===== config.mk =====
export PLATFORM = sky130hd
export DESIGN_NAME = bpst_top
export DESIGN_NICKNAME = d
export VERILOG_FILES = /design/src/include/bpst_pkg.sv /design/src/hdl/bpst_top.sv /design/src/hdl/bpst_sync_detect.sv /design/src/hdl/bpst_reg_read.sv
export SDC_FILE = /design/constraint.sdc
export NUM_CORES = 1
export LEC_CHECK = 0
export ABC_AREA = 1
export BUFFER_PORTS_ARGS = -buffer_cell sky130_fd_sc_hd__buf_2
export CORE_ASPECT_RATIO = 1.1
export CORE_MARGIN = 4
export CORE_UTILIZATION = 50
export DETAILED_ROUTE_END_ITERATION = 10
export PLACE_DENSITY = 0.84
export REMOVE_ABC_BUFFERS = 1
export SETUP_SLACK_MARGIN = 0.02
export SYNTH_ARGS = -nofsm -noshare
export SYNTH_HDL_FRONTEND = slang
export SYNTH_SLANG_ARGS = --single-unit

===== constraint.sdc =====
create_clock -name sys_clk -period 2.2 [get_ports sys_clk]
set_input_delay 0.11 -clock sys_clk [delete_from_list [all_inputs] [get_ports sys_clk]]
set_output_delay 0.11 -clock sys_clk [all_outputs]
set_load 0.02 [all_outputs]

===== src/include/bpst_pkg.sv =====
/*
 * Shared constants for the burst preamble status block: register offsets,
 * reset values, field positions, sync words and data type codes.
 * Assumes nothing of its surroundings; imported by every design file.
 */
package bpst_pkg;

    // Register offsets on the byte-wide control port.
    localparam logic [7:0] BPST_OFF_INFO_HI = 8'h29;
    localparam logic [7:0] BPST_OFF_INFO_LO = 8'h2a;
    localparam logic [7:0] BPST_OFF_LEN_HI  = 8'h2b;
    localparam logic [7:0] BPST_OFF_LEN_LO  = 8'h2c;
    localparam logic [7:0] BPST_OFF_CONV    = 8'h2d;

    // Values after reset.
    localparam logic [15:0] BPST_RST_WORD = 16'h0000;
    localparam logic [7:0]  BPST_RST_CONV = 8'h00;
    localparam logic [7:0]  BPST_RST_DATA = 8'h00;

    // Fixed synchronisation words that open every burst.
    localparam logic [15:0] BPST_SYNC_A = 16'hf872;
    localparam logic [15:0] BPST_SYNC_B = 16'h4e1f;

    // Field positions inside the burst-info word.
    localparam int BPST_TYPE_LSB   = 0;
    localparam int BPST_TYPE_MSB   = 4;
    localparam int BPST_ZERO_LSB   = 5;
    localparam int BPST_ZERO_MSB   = 6;
    localparam int BPST_ERR_BIT    = 7;
    localparam int BPST_DEP_LSB    = 8;
    localparam int BPST_DEP_MSB    = 12;
    localparam int BPST_STREAM_LSB = 13;
    localparam int BPST_STREAM_MSB = 15;

    // Mask that clears the two always-zero bits of the info word.
    localparam logic [15:0] BPST_INFO_MASK = 16'hff9f;

    // Data type codes with a fixed meaning.
    localparam logic [4:0] BPST_TYPE_NULL  = 5'h00;
    localparam logic [4:0] BPST_TYPE_RES_A = 5'h02;
    localparam logic [4:0] BPST_TYPE_PAUSE = 5'h03;
    localparam logic [4:0] BPST_TYPE_RES_B = 5'h0a;
    localparam logic [4:0] BPST_TYPE_RES_C = 5'h10;

    // Field positions in the converter control register.
    localparam int BPST_CONV_IS_LSB  = 0;
    localparam int BPST_CONV_CLK_LSB = 2;
    localparam int BPST_CONV_MUTE    = 4;
    localparam int BPST_CONV_TRACK   = 6;
    localparam logic [7:0] BPST_CONV_MASK = 8'h5f;

    // Header parser states.
    typedef enum logic [1:0] {
        BPST_SEEK_A,
        BPST_SEEK_B,
        BPST_GET_INFO,
        BPST_GET_LEN
    } bpst_state_t;

endpackage : bpst_pkg


===== src/hdl/bpst_top.sv =====
/*
 * Burst preamble status block: parses burst headers out of the decoded
 * non-PCM word stream, holds the last burst-info and burst-length words
 * as read-only byte registers and decodes the data type.
 * Assumes a byte-wide register port behind the serial control interface
 * and a word stream from receiver logic on sys_clk.
 */
// What this block does
// Offset 0x29 reads burst-info bits 15 to 8, bit 15 at the top.
// Offset 0x2a reads burst-info bits 7 to 0, bit 7 at the top.
// Offset 0x2b reads burst-length bits 15 to 8, bit 15 at the top.
// Offset 0x2c reads burst-length bits 7 to 0, bit 7 at the top.
// Info bits 4 to 0 give the data type: null, pause, reserved or a format.
// Info bits 6 and 5 always read as zero.
// Info bit 7 is set when the burst payload may contain errors.
// Info bits 12 to 8 are reported as decoded, uninterpreted.
// Info bits 15 to 13 report the stream number.
// The burst-length word gives the burst length in bits.
// A burst is found by sync words 0xf872 then 0x4e1f before info, length.
// The status updates per decoded header, holds, and ignores writes.
`timescale 1ns/1ps
module bpst_top
    import bpst_pkg::*;
(
    // Clock and reset.
    input  wire logic        sys_clk,
    input  wire logic        reset,
    // Decoded word stream from the receiver.
    input  wire logic        word_valid,
    input  wire logic [15:0] word_data,
    // Register port.
    input  wire logic [7:0]  reg_addr,
    input  wire logic        reg_rd,
    input  wire logic        reg_wr,
    input  wire logic [7:0]  reg_wdata,
    output logic [7:0]       reg_rdata,
    output logic             reg_rvalid,
    // Burst status.
    output logic             burst_update,
    output logic [4:0]       burst_type,
    output logic             burst_error,
    output logic [2:0]       burst_stream,
    output logic             type_null,
    output logic             type_pause,
    output logic             type_reserved,
    // Converter control fields.
    output logic [1:0]       converter_input_select,
    output logic [1:0]       converter_clock_select,
    output logic             converter_mute,
    output logic             converter_track
);
    import bpst_pkg::*;

    logic        header_valid;
    logic [15:0] header_info;
    logic [15:0] header_length;
    logic [15:0] burst_info_word;
    logic [15:0] next_burst_info_word;
    logic [15:0] burst_length_word;
    logic [15:0] next_burst_length_word;
    logic [7:0]  conv_ctrl;
    logic [7:0]  next_conv_ctrl;
    logic        update;
    logic        next_update;
    logic        next_null;
    logic        next_pause;
    logic        next_reserved;

    // True for the data type codes that are reserved.
    function automatic logic bpst_is_reserved(input logic [4:0] code);
        bpst_is_reserved = (code == BPST_TYPE_RES_A) ||
                           (code == BPST_TYPE_RES_B) ||
                           (code >= BPST_TYPE_RES_C);
    endfunction : bpst_is_reserved

    // Finds each burst header in the word stream.
    bpst_sync_detect u_sync (
        .sys_clk       (sys_clk),
        .reset         (reset),
        .word_valid    (word_valid),
        .word_data     (word_data),
        .header_valid  (header_valid),
        .header_info   (header_info),
        .header_length (header_length)
    );

    // Takes both words together on a header, else holds; writes ignored.
    always_comb begin
        next_burst_info_word   = burst_info_word;
        next_burst_length_word = burst_length_word;
        next_update            = 1'b0;
        if (header_valid) begin
            next_burst_info_word   = header_info & BPST_INFO_MASK;
            next_burst_length_word = header_length;
            next_update            = 1'b1;
        end
    end

    // Writable converter control; status offsets are read-only.
    always_comb begin
        next_conv_ctrl = conv_ctrl;
        if (reg_wr && (reg_addr == BPST_OFF_CONV)) begin
            next_conv_ctrl = reg_wdata & BPST_CONV_MASK;
        end
    end

    // Type decode of the stored info word.
    always_comb begin
        next_null     = burst_type == BPST_TYPE_NULL;
        next_pause    = burst_type == BPST_TYPE_PAUSE;
        next_reserved = bpst_is_reserved(burst_type);
    end

    // Registers the status words, control and decoded flags.
    always_ff @(posedge sys_clk or posedge reset) begin
        if (reset) begin
            burst_info_word   <= BPST_RST_WORD;
            burst_length_word <= BPST_RST_WORD;
            conv_ctrl         <= BPST_RST_CONV;
            update            <= 1'b0;
            type_null         <= 1'b0;
            type_pause        <= 1'b0;
            type_reserved     <= 1'b0;
        end else begin
            burst_info_word   <= next_burst_info_word;
            burst_length_word <= next_burst_length_word;
            conv_ctrl         <= next_conv_ctrl;
            update            <= next_update;
            type_null         <= next_null;
            type_pause        <= next_pause;
            type_reserved     <= next_reserved;
        end
    end

    // Field views of the stored words and control register.
    assign burst_type   = burst_info_word[BPST_TYPE_MSB:BPST_TYPE_LSB];
    assign burst_error  = burst_info_word[BPST_ERR_BIT];
    assign burst_stream =
        burst_info_word[BPST_STREAM_MSB:BPST_STREAM_LSB];
    assign burst_update = update;
    assign converter_input_select =
        conv_ctrl[BPST_CONV_IS_LSB+1:BPST_CONV_IS_LSB];
    assign converter_clock_select =
        conv_ctrl[BPST_CONV_CLK_LSB+1:BPST_CONV_CLK_LSB];
    assign converter_mute  = conv_ctrl[BPST_CONV_MUTE];
    assign converter_track = conv_ctrl[BPST_CONV_TRACK];

    // Registered read path.
    bpst_reg_read u_read (
        .sys_clk     (sys_clk),
        .reset       (reset),
        .reg_rd      (reg_rd),
        .reg_addr    (reg_addr),
        .info_word   (burst_info_word),
        .length_word (burst_length_word),
        .conv_value  (conv_ctrl),
        .reg_rdata   (reg_rdata),
        .reg_rvalid  (reg_rvalid)
    );

endmodule : bpst_top


===== src/hdl/bpst_sync_detect.sv =====
/*
 * Burst header parser: finds the two sync words in the decoded word stream
 * and hands out the burst-info and burst-length words that follow them.
 * Assumes the word stream comes from logic on sys_clk.
 */
`timescale 1ns/1ps
module bpst_sync_detect
    import bpst_pkg::*;
(
    // Clock and reset.
    input  wire logic        sys_clk,
    input  wire logic        reset,
    // Decoded word stream.
    input  wire logic        word_valid,
    input  wire logic [15:0] word_data,
    // Parsed header.
    output logic             header_valid,
    output logic [15:0]      header_info,
    output logic [15:0]      header_length
);
    import bpst_pkg::*;

    bpst_state_t state;
    bpst_state_t next_state;
    logic [15:0] info;
    logic [15:0] next_info;
    logic [15:0] length;
    logic [15:0] next_length;
    logic        done;
    logic        next_done;

    // Walks sync A, sync B, info, length; a mismatch restarts the search.
    always_comb begin
        next_state  = state;
        next_info   = info;
        next_length = length;
        next_done   = 1'b0;
        if (word_valid) begin
            case (state)
                BPST_SEEK_A: begin
                    if (word_data == BPST_SYNC_A) begin
                        next_state = BPST_SEEK_B;
                    end
                end
                BPST_SEEK_B: begin
                    if (word_data == BPST_SYNC_B) begin
                        next_state = BPST_GET_INFO;
                    end else if (word_data == BPST_SYNC_A) begin
                        next_state = BPST_SEEK_B;
                    end else begin
                        next_state = BPST_SEEK_A;
                    end
                end
                BPST_GET_INFO: begin
                    next_info  = word_data;
                    next_state = BPST_GET_LEN;
                end
                BPST_GET_LEN: begin
                    next_length = word_data;
                    next_done   = 1'b1;
                    next_state  = BPST_SEEK_A;
                end
                default: begin
                    next_state = BPST_SEEK_A;
                end
            endcase
        end
    end

    // Registers the parser state.
    always_ff @(posedge sys_clk or posedge reset) begin
        if (reset) begin
            state  <= BPST_SEEK_A;
            info   <= BPST_RST_WORD;
            length <= BPST_RST_WORD;
            done   <= 1'b0;
        end else begin
            state  <= next_state;
            info   <= next_info;
            length <= next_length;
            done   <= next_done;
        end
    end

    assign header_valid  = done;
    assign header_info   = info;
    assign header_length = length;

endmodule : bpst_sync_detect


===== src/hdl/bpst_reg_read.sv =====
/*
 * Read multiplexer for the status and control registers; the read data
 * come out of a register one cycle after the read strobe.
 * Assumes the read strobe comes from logic on sys_clk.
 */
`timescale 1ns/1ps
module bpst_reg_read
    import bpst_pkg::*;
(
    // Clock and reset.
    input  wire logic        sys_clk,
    input  wire logic        reset,
    // Read request.
    input  wire logic        reg_rd,
    input  wire logic [7:0]  reg_addr,
    // Register contents.
    input  wire logic [15:0] info_word,
    input  wire logic [15:0] length_word,
    input  wire logic [7:0]  conv_value,
    // Read answer.
    output logic [7:0]       reg_rdata,
    output logic             reg_rvalid
);
    import bpst_pkg::*;

    logic [7:0] next_rdata;

    // Selects the byte at an offset; unmapped offsets read as zero.
    function automatic logic [7:0] bpst_pick(input logic [7:0]  addr,
                                             input logic [15:0] info,
                                             input logic [15:0] len,
                                             input logic [7:0]  conv);
        case (addr)
            BPST_OFF_INFO_HI: bpst_pick = info[15:8];
            BPST_OFF_INFO_LO: bpst_pick = info[7:0];
            BPST_OFF_LEN_HI:  bpst_pick = len[15:8];
            BPST_OFF_LEN_LO:  bpst_pick = len[7:0];
            BPST_OFF_CONV:    bpst_pick = conv;
            default:          bpst_pick = BPST_RST_DATA;
        endcase
    endfunction : bpst_pick

    // Loads the answer only on a read, so it stands until the next one.
    always_comb begin
        next_rdata = reg_rdata;
        if (reg_rd) begin
            next_rdata = bpst_pick(reg_addr, info_word, length_word,
                                   conv_value);
        end
    end

    // Registers the answer.
    always_ff @(posedge sys_clk or posedge reset) begin
        if (reset) begin
            reg_rdata  <= BPST_RST_DATA;
            reg_rvalid <= 1'b0;
        end else begin
            reg_rdata  <= next_rdata;
            reg_rvalid <= reg_rd;
        end
    end

endmodule : bpst_reg_read


==> After elaboration in Yosys (flattened, before gate mapping) <==
Index checks and enable logic that the tools add are counted.
{ "totals": {"regBits": 84, "input_bits": 37, "output_inout_bits": 28, "wordCells": 44} }
{ "classes": {"n_lt_le_gt_ge": 1, "n_eq_ne": 14, "mux": 8, "reduce_logical": 8} }
{ "ops": {"columns": ["op", "n"], "rows": [
  ["8-bit by 6-bit equality test with 1-bit output, second input constant", 5],
  ["8-bit one-hot mux with 5 select lines", 1],
  ["16-bit by 15-bit equality test with 1-bit output, second input constant", 1],
  ["16-bit equality test, second input constant", 1],
  ["5-bit by 2-bit equality test with 1-bit output, second input constant", 2],
  ["2-bit one-hot mux with 4 select lines", 1],
  ["2-bit AND reduction", 3],
  ["5-bit by 4-bit equality test with 1-bit output, second input constant", 1],
  ["5-bit greater-or-equal comparator, second input constant", 1],
  ["5-bit logical NOT", 1],
  ["2-bit equality test, second input constant", 2],
  ["1-bit 2-to-1 mux", 4],
  ["2-bit 2-to-1 mux", 2],
  ["2-bit by 1-bit equality test with 1-bit output, second input constant", 1],
  ["2-bit logical NOT", 1],
  ["1-bit logical OR", 2],
  ["2-bit by 1-bit inequality test with 1-bit output, second input constant", 1],
  ["1-bit logical AND", 1]
]} }

==> Depth between registers and ports, before layout <==
{ "depth": {"depth_word": 4, "ltp_mapped": 8} }

==> By module <==
A second synthesis with hierarchy kept.
{ "unflattened": {"cells_unflattened": 418, "area_unflattened_um2": 3958.8} }
{ "modules_own_cells": {"columns": ["module", "instances", "cells_each", "area_per_inst_um2", "seq_area_each_um2"], "rows": [
  ["bpst_top", 1, 123, 1627.8, 1001.0],
  ["bpst_sync_detect", 1, 163, 1501.4, 875.8],
  ["bpst_reg_read", 1, 132, 829.5, 225.2]
]} }

==> Least setup slack after synthesis <==
Ideal clock, no wire load.
{ "synth_path": {"path_kind": "register to register", "from": "register u_sync.done (netlist: u_sync.header_valid)", "to": "register burst_length_word[0]", "setup_time_ns": 0.125, "arrival_ns": 1.053, "required_time_ns": 2.075, "slack_ns": 1.022, "path_stages_with_launch": 4, "cell_sequence": "dfrtp_1 buf_2 buf_2 mux2_2"} }
{ "synth_lines": {"columns": ["element", "line", "text"], "rows": [
  ["start, declared", "bpst_sync_detect.sv:29", "logic done;"],
  ["start signal, assigned", "bpst_sync_detect.sv:81", "done <= next_done;"],
  ["end signal, assigned", "bpst_top.sv:126", "burst_length_word <= next_burst_length_word;"],
  ["end, declared", "bpst_top.sv:59", "logic [15:0] burst_length_word;"]
]} }
No word-level cell between the ends.

==> Final worst setup path <==
{ "layout_path": {"from": "register u_sync.state[0]", "to": "register u_sync.info[8] (netlist: u_sync.header_info[8])"} }
{ "layout_between": {"elab_chain_cells": 2} }
{ "layout_lines": {"columns": ["element", "line", "text"], "rows": [
  ["start, declared", "bpst_sync_detect.sv:23", "bpst_state_t state;"],
  ["start signal, assigned", "bpst_sync_detect.sv:78", "state <= next_state;"],
  ["2-bit equality test", "bpst_sync_detect.sv:39", "case (state)"],
  ["2-bit AND reduction (no source line)", null, null],
  ["end signal, assigned", "bpst_sync_detect.sv:79", "info <= next_info;"],
  ["end, declared", "bpst_sync_detect.sv:25", "logic [15:0] info;"]
]} }
Every way passes these cells.
A chain may end at the register's enable or synchronous reset.

==> results.ini <==
[run_status]
status=completed

[route]
drc=0
drt-vias-per-instance=5.20
drtAntennaViolNets=0
routedWlPerCell_um=14.3
via_count=2836
dr.first_iter.drc_count=143
routed_wl_mm=7.77
first_pass_iters=4

[layout]
synthToLayoutAreaGrowth_pct=17.1
final_cell_mix=dfrtp_1 (82), nand2_1 (79), buf_2 (62)
antennaDiodeCount=0
layout_commonest_cell=dfrtp_1
final_nets=492
drive_gt1_share_pct=28.5

[cts]
ctsRootBufferMaster=clkbuf_8
cts_tree=done
cts_made_buffers=9
post_cts_buffers=0
cts_sinks=82
worst_skew_pair.late_latency_ps=350
clk_pin_slew_ps=80
htree_num_levels=3
clockBufferDepth=2

[placed_design]
dp_hpwl_mm=5.54
post-place-ws_ps=797
globalplace.congestion=0.793
port_buffers=62

[timing]
maxSlewHeadroom_pct=64.2
skew_ps=8.38
fin_ws_ps=805
rsz0062_at_grt=no
max_freq_mhz=717
setup_violations=0
worst_pin_slew_ps=536
fin_crit_ps=1390
drv_slew=0
fin_crit_sh_pct=63.4
final_hold_viol_count=0

[floorplanning]
initial_core_util_pct=51.9
dieHeight_um=97.9
coreArea_sq_um=7090
fp.dieArea_sq_um=8790
boundaryPins=65
dieWidth_um=89.8
row_count=32

[worst_setup_path]
start_kind=flip-flop
critPathMaxFanout=28
crit_end=u_sync.header_info[8]
critPathLaunch=u_sync.state[0]
cp.arrival_ps=1640
reg2reg_from=u_sync.state[0]
critical_path_class=flip-flop to flip-flop
cp-end-kind=flip-flop
worstPathRequired_ps=2450
rr_worst_depth=3
r2r-end=u_sync.header_info[8]
rrSetupSlack_ps=810

[grt]
grt_overflow=0
grt_max_degree=43
antenna_found_initial=0
grt_use_total_pct=18.7
grt_pass1_vias=2827
grt_pass1_wl_mm=13.4

[job]
cap_violations=0

[power]
p_per_area_nw_per_um2=963
power.leakage_nw=2.26
peakVddDrop_mv=0.368
finalPower_mw=4.14

[logic_synthesis]
avgSynthCellArea_sq_um=9.38
yosys_warnings=0
synth_area_sq_um=3680
ys_seq_area_share_pct=55.8
syn_inst=392
yosys_register_bits=82
ys_types=24

[hold_path]
hold_path_class=input pin to flip-flop

through the flow:
step / instances / utilization (%) / hold WS (ps) / cell area (sq um) / setup TNS (ps)
after floorplan: 370 / - / 141 / 3510 / -1510
after global placement: 522 / 56.2 / 132 / 3980 / 0
after detailed placement: 522 / 56.2 / 140 / 3980 / 0
after CTS: 545 / 60.7 / 15.3 / 4300 / 0
after global routing: 545 / 60.7 / 24.9 / 4300 / 0
final: 545 / 60.7 / 34.9 / 4300 / 0
worst max-delay path, cell delays in order (launching register included):
cell and delay [ps]:
dfrtp_1 400, inv_1 110, nand3_2 430, o21ai_0 360
kinds of logic (layout without fill, tap and decap cells):
group	Yosys count	in the layout	share of synthesized area, %
muxes	22	22	6.74
buffers and inverters	71	139	9.39
AOI/OAI and AO/OA	58	58	8.30
DFF	82	82	55.8
and+or+nand+nor	159	159	19.7
worst min path at each step:
stage	from	end	slack [ps]	cells after the start
finish	reg_rd	u_read.reg_rvalid	30	1
global route	reg_rd	u_read.reg_rvalid	20	1
detailed placement	reset	burst_update	140	2
global placement	reset	burst_update	130	2
floorplan	reg_rd	u_read.reg_rvalid	140	0
CTS	reg_rd	u_read.reg_rvalid	20	1
routing by layer:
| metal | wire [um] | up-vias | part of all wire, % | track usage [%] |
|---|---|---|---|---|
| met5 | 0 | - | 0 | 0 |
| met4 | 153 | 0 | 2.0 | 9.20 |
| met3 | 475 | 14 | 6.1 | 3.16 |
| met2 | 3900 | 91 | 50 | 32.1 |
| met1 | 3240 | 1346 | 42 | 23.2 |
| li1 | - | 1385 | - | - |
sequential cells by signal, summed over array words and instances, names as in the netlist, named ones only:
register,flops
burst_update,1
conv_ctrl,6
u_sync.header_length,16
type_null,1
burst_info_word,14
u_sync.header_info,14
u_sync.header_valid,1
u_read.reg_rdata,8
burst_length_word,16
u_sync.state,1
type_reserved,1
type_pause,1
u_read.reg_rvalid,1
layout make-up:
| type | instances | area (sq um) |
|---|---|---|
| Clock buffer | 11 | 151 |
| Clock inverter | 5 | 100 |
| Fill cell | 580 | 2780 |
| Inverter | 49 | 184 |
| Multi-Input combinational cell | 239 | 1280 |
| Sequential cell | 82 | 2050 |
| Tap cell | 85 | 106 |
| Timing Repair Buffer | 74 | 430 |
cell usage after synthesis, drive strengths merged:
cell | number | area share, %
o21ai | 52 | 7.5
buf | 20 | 4.2
nand4 | 6 | 1.0
a21oi | 6 | 0.82
mux2 | 22 | 6.7
nor2 | 28 | 3.7
nand3 | 34 | 4.8
dfrtp | 82 | 56
and3 | 1 | 0.31
nor3 | 1 | 0.14
clkbuf | 2 | 0.20
nor4 | 1 | 0.17
inv | 49 | 5.0
nand2 | 88 | 9.6
repair_timing:
item / 4_1_cts / 5_1_grt
endpoints found under the hold margin: 24 / 0
hold buffers: 7 / 0
gates resized for setup: 0 / 0
power breakdown:
group          switching (mW)  leakage (nW)  internal [mW]  total (mW)
clock                   0.506         0.129          0.812        1.32
combinational           0.393          1.09          0.300       0.693
sequential              0.229          1.05           1.90        2.13
total                    1.13          2.26           3.02        4.14
Power figures use the tool's default switching activity.
